--- src/logic/cmb_pkg.sv ---
`default_nettype none
package cmb_pkg;
  // register byte offsets
  localparam logic [7:0] OFF_ID_HI  = 8'h00;
  localparam logic [7:0] OFF_ID_LO  = 8'h04;
  localparam logic [7:0] OFF_ID_2   = 8'h08;
  localparam logic [7:0] OFF_ID_3   = 8'h0C;
  localparam logic [7:0] OFF_DATA0  = 8'h10;
  localparam logic [7:0] OFF_DATA7  = 8'h2C;
  localparam logic [7:0] OFF_LEN    = 8'h30;
  localparam logic [7:0] OFF_CTRL   = 8'h34;
  localparam logic [7:0] OFF_STAT   = 8'h38;
  // field positions
  localparam int ID_LO_POS  = 5;
  localparam int RTR_POS    = 4;
  localparam int IDE_POS    = 3;
  localparam int GO_POS     = 0;
  localparam int BUSY_POS   = 0;
  localparam int RXF_POS    = 1;
  localparam int LOST_POS   = 2;
  // reset values
  localparam logic [7:0] BUF_RST = 8'h00;
  // frame geometry, in bits; the payload cap in bytes
  localparam logic [3:0] MAX_BYTES    = 4'h8;
  localparam logic [6:0] STD_HDR_BITS = 7'h0D;
  localparam logic [6:0] EXT_HDR_BITS = 7'h20;
  localparam logic [5:0] STD_ARB_BITS = 6'h0C;
  localparam logic [5:0] EXT_ARB_BITS = 6'h20;
  localparam logic [6:0] LEN_BITS     = 7'h04;
  localparam logic [6:0] IDE_IDX      = 7'h0C;
  localparam logic [6:0] FRAME_MAX    = 7'h64;

  typedef struct packed {
    logic [99:0] sh;
    logic [6:0]  cnt;
    logic [6:0]  total;
    logic        ide;
    logic [3:0]  nb;
    logic        done;
  } cmb_rx_t;

  typedef struct packed {
    logic [7:0]       id0;
    logic [7:0]       id1;
    logic [7:0]       id2;
    logic [7:0]       id3;
    logic [0:7][7:0]  dat;
    logic [3:0]       len;
    logic             busy;
    logic [99:0]      frm;
    logic [6:0]       left;
    logic [5:0]       arb;
    logic             lost;
    logic             rxf;
    logic             tx_done;
    logic             pready;
    logic             pslverr;
    logic [31:0]      prdata;
  } cmb_main_t;
endpackage
`default_nettype wire

--- src/logic/cmb_msg_buffer.sv ---
// The implementer's own choices: the address map and the APB slave port.
`timescale 1ns/1ps
`default_nettype none
module cmb_msg_buffer (
  // clock and reset
  input  wire logic        CLK,
  input  wire logic        RST_N,
  // apb slave
  input  wire logic        PSEL,
  input  wire logic        PENABLE,
  input  wire logic        PWRITE,
  input  wire logic [7:0]  PADDR,
  input  wire logic [31:0] PWDATA,
  output logic [31:0]      PRDATA,
  output logic             PREADY,
  output logic             PSLVERR,
  // transmit bit stream
  input  wire logic        TX_ADV,
  output logic             TX_BIT,
  output logic             TX_ACTIVE,
  output logic             TX_DONE,
  // receive bit stream
  input  wire logic        RX_SOF,
  input  wire logic        RX_VALID,
  input  wire logic        RX_BIT,
  // status
  output logic             RX_FULL,
  output logic             ARB_LOST
);
  cmb_pkg::cmb_main_t q;
  cmb_pkg::cmb_main_t n;

  // decoded receive frame
  logic             rx_done;
  logic             rx_ide;
  logic             rx_rtr;
  logic             rx_srr;
  logic [28:0]      rx_id;
  logic [3:0]       rx_dlc;
  logic [0:7][7:0]  rx_data;

  // transmit frame assembly
  logic             ide_sel;
  logic             rtr_sel;
  logic [3:0]       nb_sel;
  logic [6:0]       hdr_bits;
  logic [5:0]       arb_bits;
  logic [6:0]       frame_len;
  logic [31:0]      hdr_vec;
  logic [99:0]      tail_vec;
  logic [99:0]      frame_vec;

  // apb decode
  logic             acc;
  logic             wr;
  logic             rd;
  logic             in_data;
  logic [2:0]       di;
  logic             mapped;
  logic             go;
  logic [31:0]      rdata;

  cmb_rx_deser u_rx (
    .clk      (CLK),
    .rst_n    (RST_N),
    .rx_sof   (RX_SOF),
    .rx_valid (RX_VALID),
    .rx_bit   (RX_BIT),
    .done     (rx_done),
    .ide      (rx_ide),
    .rtr      (rx_rtr),
    .srr      (rx_srr),
    .id       (rx_id),
    .length_code      (rx_dlc),
    .data     (rx_data)
  );

  assign ide_sel = q.id1[cmb_pkg::IDE_POS];
  assign rtr_sel = ide_sel ? q.id3[0] : q.id1[cmb_pkg::RTR_POS];

  // a code past eight still moves only eight bytes
  always_comb begin
    if (rtr_sel) begin
      nb_sel = 4'h0;
    end else if (q.len > cmb_pkg::MAX_BYTES) begin
      nb_sel = cmb_pkg::MAX_BYTES;
    end else begin
      nb_sel = q.len;
    end
  end

  assign hdr_bits = ide_sel ? cmb_pkg::EXT_HDR_BITS
                            : cmb_pkg::STD_HDR_BITS;
  assign arb_bits = ide_sel ? cmb_pkg::EXT_ARB_BITS
                            : cmb_pkg::STD_ARB_BITS;
  assign frame_len = hdr_bits + cmb_pkg::LEN_BITS
                   + {nb_sel, 3'b000};
  // standard header: id10..id3, id2..id0, remote, extension
  assign hdr_vec = ide_sel ? {q.id0, q.id1, q.id2, q.id3}
                           : {q.id0, q.id1[7:3], 19'h0};
  // length code always sent as programmed
  assign tail_vec  = {q.len, q.dat, 32'h0};
  assign frame_vec = {hdr_vec, 68'h0} | (tail_vec >> hdr_bits);

  assign acc     = PSEL && PENABLE && !q.pready;
  assign wr      = acc && PWRITE;
  assign rd      = acc && !PWRITE;
  assign in_data = PADDR >= cmb_pkg::OFF_DATA0
                && PADDR <= cmb_pkg::OFF_DATA7
                && PADDR[1:0] == 2'b00;
  assign di      = 3'(PADDR[5:2] - cmb_pkg::OFF_DATA0[5:2]);
  assign mapped  = PADDR[1:0] == 2'b00 && PADDR <= cmb_pkg::OFF_STAT;
  assign go      = wr && PADDR == cmb_pkg::OFF_CTRL
                && PWDATA[cmb_pkg::GO_POS] && !q.busy;

  always_comb begin
    rdata = 32'h0;
    if (in_data) begin
      rdata = {24'h0, q.dat[di]};
    end else begin
      case (PADDR)
        cmb_pkg::OFF_ID_HI: rdata = {24'h0, q.id0};
        // low bits of the second register and the two upper
        // registers carry no standard meaning
        cmb_pkg::OFF_ID_LO: rdata = {24'h0, q.id1};
        cmb_pkg::OFF_ID_2:  rdata = {24'h0, q.id2};
        cmb_pkg::OFF_ID_3:  rdata = {24'h0, q.id3};
        cmb_pkg::OFF_LEN:   rdata = {28'h0, q.len};
        cmb_pkg::OFF_STAT: begin
          rdata[cmb_pkg::BUSY_POS] = q.busy;
          rdata[cmb_pkg::RXF_POS]  = q.rxf;
          rdata[cmb_pkg::LOST_POS] = q.lost;
        end
        default: rdata = 32'h0;
      endcase
    end
  end

  always_comb begin
    n = q;
    n.tx_done = 1'b0;
    n.pready  = 1'b0;
    n.pslverr = 1'b0;
    // clears first, so a loss in the same cycle still sets
    if (wr && PADDR == cmb_pkg::OFF_STAT) begin
      if (PWDATA[cmb_pkg::RXF_POS]) begin
        n.rxf = 1'b0;
      end
      if (PWDATA[cmb_pkg::LOST_POS]) begin
        n.lost = 1'b0;
      end
    end

    // transmit shifter
    if (q.busy && TX_ADV) begin
      if (q.arb != 6'h0 && q.frm[99] && !RX_BIT) begin
        // recessive sent, dominant seen: lower id elsewhere wins
        n.busy = 1'b0;
        n.lost = 1'b1;
      end else if (q.left == 7'h01) begin
        n.busy = 1'b0;
        n.tx_done = 1'b1;
      end else begin
        n.frm  = {q.frm[98:0], 1'b0};
        n.left = q.left - 7'h01;
        if (q.arb != 6'h0) begin
          n.arb = q.arb - 6'h01;
        end
      end
    end

    // register access, three cycles per transfer
    if (acc) begin
      n.pready  = 1'b1;
      n.pslverr = !mapped;
      n.prdata  = rd ? rdata : 32'h0;
    end
    // buffer is locked while its frame is on the bus
    if (wr && !q.busy) begin
      if (in_data) begin
        n.dat[di] = PWDATA[7:0];
      end
      case (PADDR)
        cmb_pkg::OFF_ID_HI: n.id0 = PWDATA[7:0];
        cmb_pkg::OFF_ID_LO: n.id1 = PWDATA[7:0];
        cmb_pkg::OFF_ID_2:  n.id2 = PWDATA[7:0];
        cmb_pkg::OFF_ID_3:  n.id3 = PWDATA[7:0];
        cmb_pkg::OFF_LEN:   n.len = PWDATA[3:0];
        default: n.len = n.len;
      endcase
    end
    if (go) begin
      n.busy = 1'b1;
      n.frm  = frame_vec;
      n.left = frame_len;
      n.arb  = arb_bits;
      n.lost = 1'b0;
    end

    // received frame, dropped while busy or on go; otherwise store wins over a same-cycle write or clear
    if (rx_done && !q.busy && !go) begin
      n.rxf = 1'b1;
      n.len = rx_dlc;
      n.dat = rx_data;
      if (rx_ide) begin
        n.id0 = rx_id[28:21];
        n.id1 = {rx_id[20:18], rx_srr, 1'b1, rx_id[17:15]};
        n.id2 = rx_id[14:7];
        n.id3 = {rx_id[6:0], rx_rtr};
      end else begin
        n.id0 = rx_id[10:3];
        n.id1 = {rx_id[2:0], rx_rtr, 1'b0, q.id1[2:0]};
      end
    end
  end

  always_ff @(posedge CLK or negedge RST_N) begin
    if (!RST_N) begin
      q <= '{id0: cmb_pkg::BUF_RST, id1: cmb_pkg::BUF_RST,
             id2: cmb_pkg::BUF_RST, id3: cmb_pkg::BUF_RST,
             dat: '0, len: 4'h0, busy: 1'b0, frm: '0, left: 7'h0,
             arb: 6'h0, lost: 1'b0, rxf: 1'b0, tx_done: 1'b0,
             pready: 1'b0, pslverr: 1'b0, prdata: 32'h0};
    end else begin
      q <= n;
    end
  end

  assign PRDATA    = q.prdata;
  assign PREADY    = q.pready;
  assign PSLVERR   = q.pslverr;
  assign TX_BIT    = q.frm[99];
  assign TX_ACTIVE = q.busy;
  assign TX_DONE   = q.tx_done;
  assign RX_FULL   = q.rxf;
  assign ARB_LOST  = q.lost;
endmodule
`default_nettype wire

--- src/logic/cmb_rx_deser.sv ---
`timescale 1ns/1ps
`default_nettype none
module cmb_rx_deser (
  // clock and reset
  input  wire logic        clk,
  input  wire logic        rst_n,
  // received bit stream
  input  wire logic        rx_sof,
  input  wire logic        rx_valid,
  input  wire logic        rx_bit,
  // decoded frame
  output logic             done,
  output logic             ide,
  output logic             rtr,
  output logic             srr,
  output logic [28:0]      id,
  output logic [3:0]       length_code,
  output logic [0:7][7:0]  data
);
  cmb_pkg::cmb_rx_t q;
  cmb_pkg::cmb_rx_t n;
  logic [99:0] hd;
  logic [6:0]  hdr;

  assign hdr  = q.ide ? cmb_pkg::EXT_HDR_BITS : cmb_pkg::STD_HDR_BITS;
  assign hd   = q.sh >> {q.nb, 3'b000};
  assign done = q.done;
  assign ide  = q.ide;
  assign length_code  = hd[3:0];
  assign srr  = hd[24];
  assign rtr  = q.ide ? hd[4] : hd[5];
  assign id   = q.ide ? {hd[35:25], hd[22:5]} : {18'h0, hd[16:6]};
  assign data = q.sh[63:0] << {4'h8 - q.nb, 3'b000};

  always_comb begin
    logic [3:0] code;
    logic       r;
    code = 4'h0;
    r = 1'b0;
    n = q;
    n.done = 1'b0;
    if (rx_sof) begin
      n.sh = '0;
      n.cnt = '0;
      n.total = cmb_pkg::FRAME_MAX;
      n.ide = 1'b0;
      n.nb = 4'h0;
    end else if (rx_valid && q.cnt < q.total) begin
      n.sh = {q.sh[98:0], rx_bit};
      n.cnt = q.cnt + 7'h01;
      if (q.cnt == cmb_pkg::IDE_IDX) begin
        n.ide = rx_bit;
      end
      if (q.cnt == hdr + 7'h03) begin
        code = {q.sh[2:0], rx_bit};
        r = q.ide ? q.sh[3] : q.sh[4];
        // payload as long as the code says, capped at eight, none for a remote frame
        if (r) begin
          n.nb = 4'h0;
        end else if (code > cmb_pkg::MAX_BYTES) begin
          n.nb = cmb_pkg::MAX_BYTES;
        end else begin
          n.nb = code;
        end
        n.total = hdr + cmb_pkg::LEN_BITS + {n.nb, 3'b000};
      end
      n.done = (n.cnt == n.total);
    end
  end

  always_ff @(posedge clk or negedge rst_n) begin
    if (!rst_n) begin
      q <= '{sh: '0, cnt: '0, total: cmb_pkg::FRAME_MAX, ide: 1'b0,
             nb: 4'h0, done: 1'b0};
    end else begin
      q <= n;
    end
  end
endmodule
`default_nettype wire

--- config.mk ---
export PLATFORM = sky130hd
export DESIGN_NAME = cmb_msg_buffer
export DESIGN_NICKNAME = d
export VERILOG_FILES = /design/src/logic/cmb_pkg.sv /design/src/logic/cmb_msg_buffer.sv /design/src/logic/cmb_rx_deser.sv
export SDC_FILE = /design/constraint.sdc
export NUM_CORES = 1
export LEC_CHECK = 0
export BUFFER_PORTS_ARGS = -buffer_cell sky130_fd_sc_hd__buf_2
export CAP_MARGIN = 40
export CORE_MARGIN = 1.5
export CORE_UTILIZATION = 45
export CTS_BUF_LIST = sky130_fd_sc_hd__clkbuf_2
export DETAILED_ROUTE_END_ITERATION = 10
export PLACE_DENSITY_LB_ADDON = 0.3
export SYNTH_ARGS = -nofsm -noshare
export SYNTH_HDL_FRONTEND = slang
export SYNTH_SLANG_ARGS = --single-unit
--- constraint.sdc ---
create_clock -name CLK -period 3.42 [get_ports CLK]
set_clock_uncertainty 0.05 [all_clocks]
set_input_delay 0.513 -clock CLK [delete_from_list [all_inputs] [get_ports CLK]]
set_output_delay 0.513 -clock CLK [all_outputs]
set_load 0.005 [all_outputs]
Word-level counts from Yosys, hierarchy flattened
Index checks and enable logic that the tools add are counted.
{"block": "totals", "ff_bits": 371, "in_bits": 49, "word_cells": 177}
{"block": "op_classes", "n_addsub": 10, "n_lt_le_gt_ge": 8, "n_eq_ne": 13, "shifts": 3, "mux": 59, "bitwise_logic": 2, "reduce_logical": 52}
{"operator": "$mux 115", "n": 2}
{"operator": "$mux 113", "n": 2}
{"operator": "$mux 100", "n": 2}
{"operator": "$mux 120", "n": 1}
{"operator": "$mux 119", "n": 1}
{"operator": "$or 100x100->100", "n": 1}
{"operator": "$shr 100x6->100", "n": 1}
{"operator": "$shr 100x7->36", "n": 1}
{"operator": "$bwmux 64", "n": 1}
{"operator": "$mux 64", "n": 1}
{"operator": "$mux 8", "n": 8}
{"operator": "$shl 64x7->64", "n": 1}
{"operator": "$mux 4", "n": 9}
{"operator": "$mux 34", "n": 1}
{"operator": "$mux 16", "n": 2}
{"operator": "$mux 32", "n": 1}
{"operator": "$mux 29", "n": 1}
{"operator": "$pmux 5 s5", "n": 1}
{"operator": "$bmux 8 s3", "n": 1}
{"operator": "$demux 8 s3", "n": 1}
{"operator": "$eq 8x6->1 const B", "n": 3}
{"operator": "$mux 6", "n": 4}
{"operator": "$reduce_bool 2->1", "n": 12}
{"operator": "$mux 7", "n": 3}
{"operator": "36 further kinds", "n": 86}

Depth between registers and ports, before layout
{"block": "depth", "depth_word": 13, "ltp_mapped": 13, "mapped_depth_nobuf": 8}

Hierarchy
From an unflattened synthesis, not the netlist that was laid out.
{"block": "hier_totals", "cells_unflattened": 2587, "hier_area_um2": 22645.5}
{"module": "cmb_msg_buffer", "instances": 1, "cells_per_inst": 1330, "area_per_inst_um2": 12663.4}
{"module": "cmb_rx_deser", "instances": 1, "cells_per_inst": 1257, "area_per_inst_um2": 9982.1}

Worst setup path after synthesis
OpenSTA, ideal clock, no wires.
{"block": "synth_path", "path_kind": "register -> register", "startpoint": "register u_rx.q[2] (netlist name)", "endpoint": "register q[191] (netlist name)", "setup_ps": 118, "arrival_ps": 2893, "path_slack_ps": 359, "path_stages_with_launch": 14, "n_path_buf": 7, "path_cell_list": "dfrtp_1 > buf_2 > inv_2 > buf_1 > clkbuf_1 > ha_1 > clkbuf_1 > clkbuf_1 > buf_1 > clkbuf_1 > o21ai_0 > nand3_1 > a21oi_1 > a21o_1"}
{"block": "synth_via", "elab_chain_cells": 3}
{"element": "from (decl)", "line": "cmb_rx_deser.sv:20", "source": "cmb_pkg::cmb_rx_t q;"}
{"element": "from (signal assigned)", "line": "cmb_rx_deser.sv:73", "source": "q <= '{sh: '0, cnt: '0, total: cmb_pkg::FRAME_MAX, ide: 1'b0,"}
{"element": "from (signal assigned)", "line": "cmb_rx_deser.sv:76", "source": "q <= n;"}
{"element": "$sub 4x4->4", "line": "cmb_rx_deser.sv:33", "source": "assign data = q.sh[63:0] << {4'h8 - q.nb, 3'b000};"}
{"element": "$shl 64x7->64", "line": "cmb_rx_deser.sv:33"}
{"element": "$mux 100", "line": "cmb_msg_buffer.sv:201", "source": "if (rx_done && !q.busy && !go) begin"}
{"element": "to (signal assigned)", "line": "cmb_msg_buffer.sv:219", "source": "q <= '{id0: cmb_pkg::BUF_RST, id1: cmb_pkg::BUF_RST,"}
{"element": "to (signal assigned)", "line": "cmb_msg_buffer.sv:225", "source": "q <= n;"}
{"element": "to (decl)", "line": "cmb_msg_buffer.sv:30", "source": "cmb_pkg::cmb_main_t q;"}
Every way passes these cells.
A chain may end at the register's enable or synchronous reset.

Worst setup path in the final report
{"block": "layout_path", "startpoint": "input PADDR[0]", "endpoint": "register q[239] (netlist name)"}
{"block": "layout_via", "elab_chain_cells": 8}
{"element": "from (decl)", "line": "cmb_msg_buffer.sv:12", "source": "input wire logic [7:0] PADDR,"}
{"element": "$eq 8x6->1", "line": "cmb_msg_buffer.sv:113", "source": "assign go = wr && PADDR == cmb_pkg::OFF_CTRL"}
{"element": "$logic_and 1x1->1", "line": "cmb_msg_buffer.sv:113"}
{"element": "$logic_and 1x1->1 (2 in a row)", "line": "cmb_msg_buffer.sv:114", "source": "&& PWDATA[cmb_pkg::GO_POS] && !q.busy;"}
{"element": "$logic_not 1->1", "line": "cmb_msg_buffer.sv:201"}
{"element": "$logic_and 1x1->1", "line": "cmb_msg_buffer.sv:201"}
{"element": "$reduce_bool 2->1 (no source line)"}
{"element": "$reduce_and 2->1 (no source line)"}
Parallel ways exist; a longest one is shown, timed or not.

==> impl_metrics.env <==
export IMPL_synth_cells=2432
export IMPL_ys_top_cells_by_count="nand2_1, a21oi_1, dfrtp_1, nor2_1, mux2i_1"
export IMPL_drtIter0Drc=2313
export IMPL_synthFlopType="dfrtp_1"
export IMPL_numPortBuffers=39
export IMPL_fin_nets=2537
export IMPL_worstMarginPinSlew_ns=0.8939
export IMPL_cp_top_family="buffers and inverters"
export IMPL_critPathKind="input port to flip-flop"
export IMPL_gp_congestion=0.9774
export IMPL_stdcell_area_um2=23840
export IMPL_cp_cell_sequence="dlygate4sd3_1, buf_2, or4_4, dlygate4sd3_1, or4_4, dlygate4sd3_1, o21ai_2, a21oi_1, a211o_1"
export IMPL_relSlewSlack_pct=39.78
export IMPL_cts_root_buf="clkbuf_2"
export IMPL_worstPathArrival_ns=4.31
export IMPL_avgSynthCellArea_um2=8.972
export IMPL_grt_use_total_pct=31.11
export IMPL_clock_sinks=347
export IMPL_yosysSeqAreaShare_pct=39.81
export IMPL_pwr_share_clk_pct=37.4
export IMPL_grt_pass1_wl_mm=117.9
export IMPL_place_area_um2=22600
export IMPL_finalHoldViolCount=0
export IMPL_synthesis_area_um2=21820
export IMPL_post_cts_setup_buffers=0
export IMPL_numCtsBuffers=95
export IMPL_drv_slew=0
export IMPL_end_kind="flip-flop"
export IMPL_period_needed_ns=3.303
export IMPL_synth_edf_count=0
export IMPL_grt_max_degree=105
export IMPL_max_freq_mhz=302.8
export IMPL_status="completed"
export IMPL_area_growth_pct=9.237
export IMPL_async_reset_ff_share_pct=100.0
export IMPL_start_util_pct=45.70
export IMPL_path_common_cell="dlygate4sd3_1"
export IMPL_clockBufferDepth=3
export IMPL_htree_levels=3
export IMPL_p_leak_nw=9.835
export IMPL_yosys_area_top_type_share_pct=39.45
export IMPL_combPwrFrac_pct=8.5
export IMPL_ant_nets=0
export IMPL_finalNonFillerCells=3162
export IMPL_start_kind="input port"
export IMPL_antenna_found_initial=3
export IMPL_fp_dieH_um=223.2
export IMPL_cts_tree="done"
export IMPL_place_hpwl_mm=54.28
export IMPL_cap_violations=0
export IMPL_final_setup_tns_ns=0
export IMPL_drive_above_1_share_pct=17.49
export IMPL_cp_buffers_inverters=4
export IMPL_grt_pass1_vias=18910
export IMPL_dieWidth_um=223.2
export IMPL_core_um2=47750
export IMPL_ys_warn_count=0
export IMPL_synthTopCellsByArea="dfrtp_1, mux2i_1, a21oi_1, mux4_2, nand2_1"
export IMPL_power_density_nw_per_um2=342.8
export IMPL_die_area_um2=49820
export IMPL_wirelength_mm=76.68
export IMPL_synth_largest_area_cell="dfrtp_1"
export IMPL_finalSetupViolCount=0
export IMPL_ys_ff_latch=347
export IMPL_max_stage_delay_ns=0.69
export IMPL_postLayoutCoreUtil_pct=49.92
export IMPL_ir_drop_mv=0.2207
export IMPL_placed_cells=2956
export IMPL_num_vias=19620
export IMPL_dr_pass1_iters=8
export IMPL_ys_types=80
export IMPL_p_int_w=0.005709
export IMPL_switching_share_pct=30.13
export IMPL_crit_required_ns=4.42
export IMPL_finalCritPeriodShare_pct=96.58
export IMPL_clkLatencyLatePin_ns=1.17
export IMPL_p_sw_w=0.002462
export IMPL_grt_ovfl_total=0
export IMPL_io_pins=88
export IMPL_routed_via_density=6.206
export IMPL_clk_pin_slew_ns=0.12
export IMPL_crit_path_top_delay_cell="dlygate4sd3_1"
export IMPL_drc_errors=0
export IMPL_cp_max_fo=9
export IMPL_yosysMostFrequentCell="nand2_1"
export IMPL_hp_class="input port to flip-flop"
export IMPL_route_detailed_wl_per_inst_um=24.25
export IMPL_rsz0062_at_grt="false"
export IMPL_seqPwrFrac_pct=54.1
export IMPL_fp_row_count=80
==> layer usage <==
metal	share of wire, %	vias up	GRT usage [%]
met1	42	9613	43.63
met3	9.1	202	6.690
met4	4.3	0	13.19
met2	44	1014	46.52
met5	0	-	0
li1	-	8794	-
==> through the flow <==
step	setup slack, ns	total power (W)	hold slack (ns)
global route	0.09816	0.008555	0.1220
floorplan	0.3586	0.004875	0.1674
detailed placement	0.3467	0.005155	0.4134
global placement	0.3722	0.005132	0.4045
CTS	0.1808	0.008243	0.02287
finish	0.1171	0.008171	0.1675
==> sequential cells by signal (all words and copies together) (netlist names) <==
register / cells
PREADY: 1
TX_ACTIVE: 1
TX_BIT: 1
u_rx.ide: 1
PRDATA: 8
PSLVERR: 1
TX_DONE: 1
ARB_LOST: 1
RX_FULL: 1
q: 211
ide_sel: 1
u_rx.done: 1
u_rx.q: 118
==> kinds of logic (layout without fill, tap and decap cells) <==
| kind of cell | count (synthesis) | count (layout) | share of synthesized area, % |
|---|---|---|---|
| adder cells (fa/ha/maj) | 15 | 15 | 0.8601 |
| buffers and inverters | 258 | 347 | 5.447 |
| flip-flops | 347 | 347 | 39.81 |
| AND/OR/NAND/NOR | 784 | 784 | 15.55 |
| multiplexers | 329 | 329 | 19.22 |
| XOR/XNOR | 26 | 26 | 1.044 |
| other | 1 | 27 | 0.01719 |
| AO/OA/AOI/OAI | 672 | 672 | 18.05 |
==> worst min-delay path: stages <==
cell	delay (ns)
buf_2	0.09
nor4_1	0.07
a31oi_1	0.22
o221ai_1	0.16
buf_4	0.20
nand2_1	0.07
o21ai_0	0.07
==> final timing paths <==
kind	startpoint	endpoint	depth (start not counted)	slack, ns
setup reg to reg	q[180]	PRDATA[1]	6	0.55
min in group asynchronous	RST_N	u_rx.q[12]	3	0.47
hold / removal	PADDR[7]	q[194]	7	0.17
hold reg to reg	q[108]	q[109]	2	0.38
max in group asynchronous	RST_N	u_rx.q[57]	4	2.23
setup / recovery	PADDR[0]	q[239]	9	0.12
==> layout by cell type (no fill, tap or decap), types with 18 or more instances in the layout <==
| cell type | n |
|---|---|
| o21ai_0 | 101 |
| nand2_1 | 358 |
| buf_2 | 37 |
| clkbuf_2 | 141 |
| a21oi_1 | 345 |
| dlygate4sd3_1 | 34 |
| clkinv_1 | 20 |
| buf_4 | 62 |
| nand3_1 | 40 |
| nand2b_1 | 18 |
| a31oi_1 | 26 |
| and2_1 | 20 |
| mux2i_1 | 194 |
| a211oi_1 | 36 |
| o22ai_1 | 40 |
| mux2_2 | 70 |
| nor3_1 | 20 |
| dfrtp_1 | 340 |
| conb_1 | 24 |
| nor2_1 | 251 |
| inv_1 | 28 |
| mux4_2 | 65 |
==> final cells by class <==
| type | count | area [um^2] |
|---|---|---|
| multi-input combinational | 1850 | 12090 |
| antenna | 3 | 7.507 |
| sequential | 347 | 8697 |
| tap | 615 | 769.5 |
| inverter | 30 | 112.6 |
| fill | 4595 | 23910 |
| clock inverter | 27 | 148.9 |
| clock buffer | 141 | 705.7 |
| timing repair buffer | 149 | 1305 |
==> repair_timing <==
action                                 CTS  global route
endpoints found under the hold margin  494             0
hold buffers                            35             0
setup endpoints to repair                0             1
resized for setup                        0             1
==> power groups by stage <==
stage          Clock (W)  Combinational [W]  Sequential, W
2_1_floorplan          0           0.000440        0.00444
3_3_place_gp           0           0.000640        0.00449
3_5_place_dp           0           0.000657        0.00450
4_1_cts          0.00314           0.000691        0.00442
5_1_grt          0.00334           0.000774        0.00444
6_report         0.00306           0.000692        0.00442
Note: power is estimated with default switching activity, not from simulation.
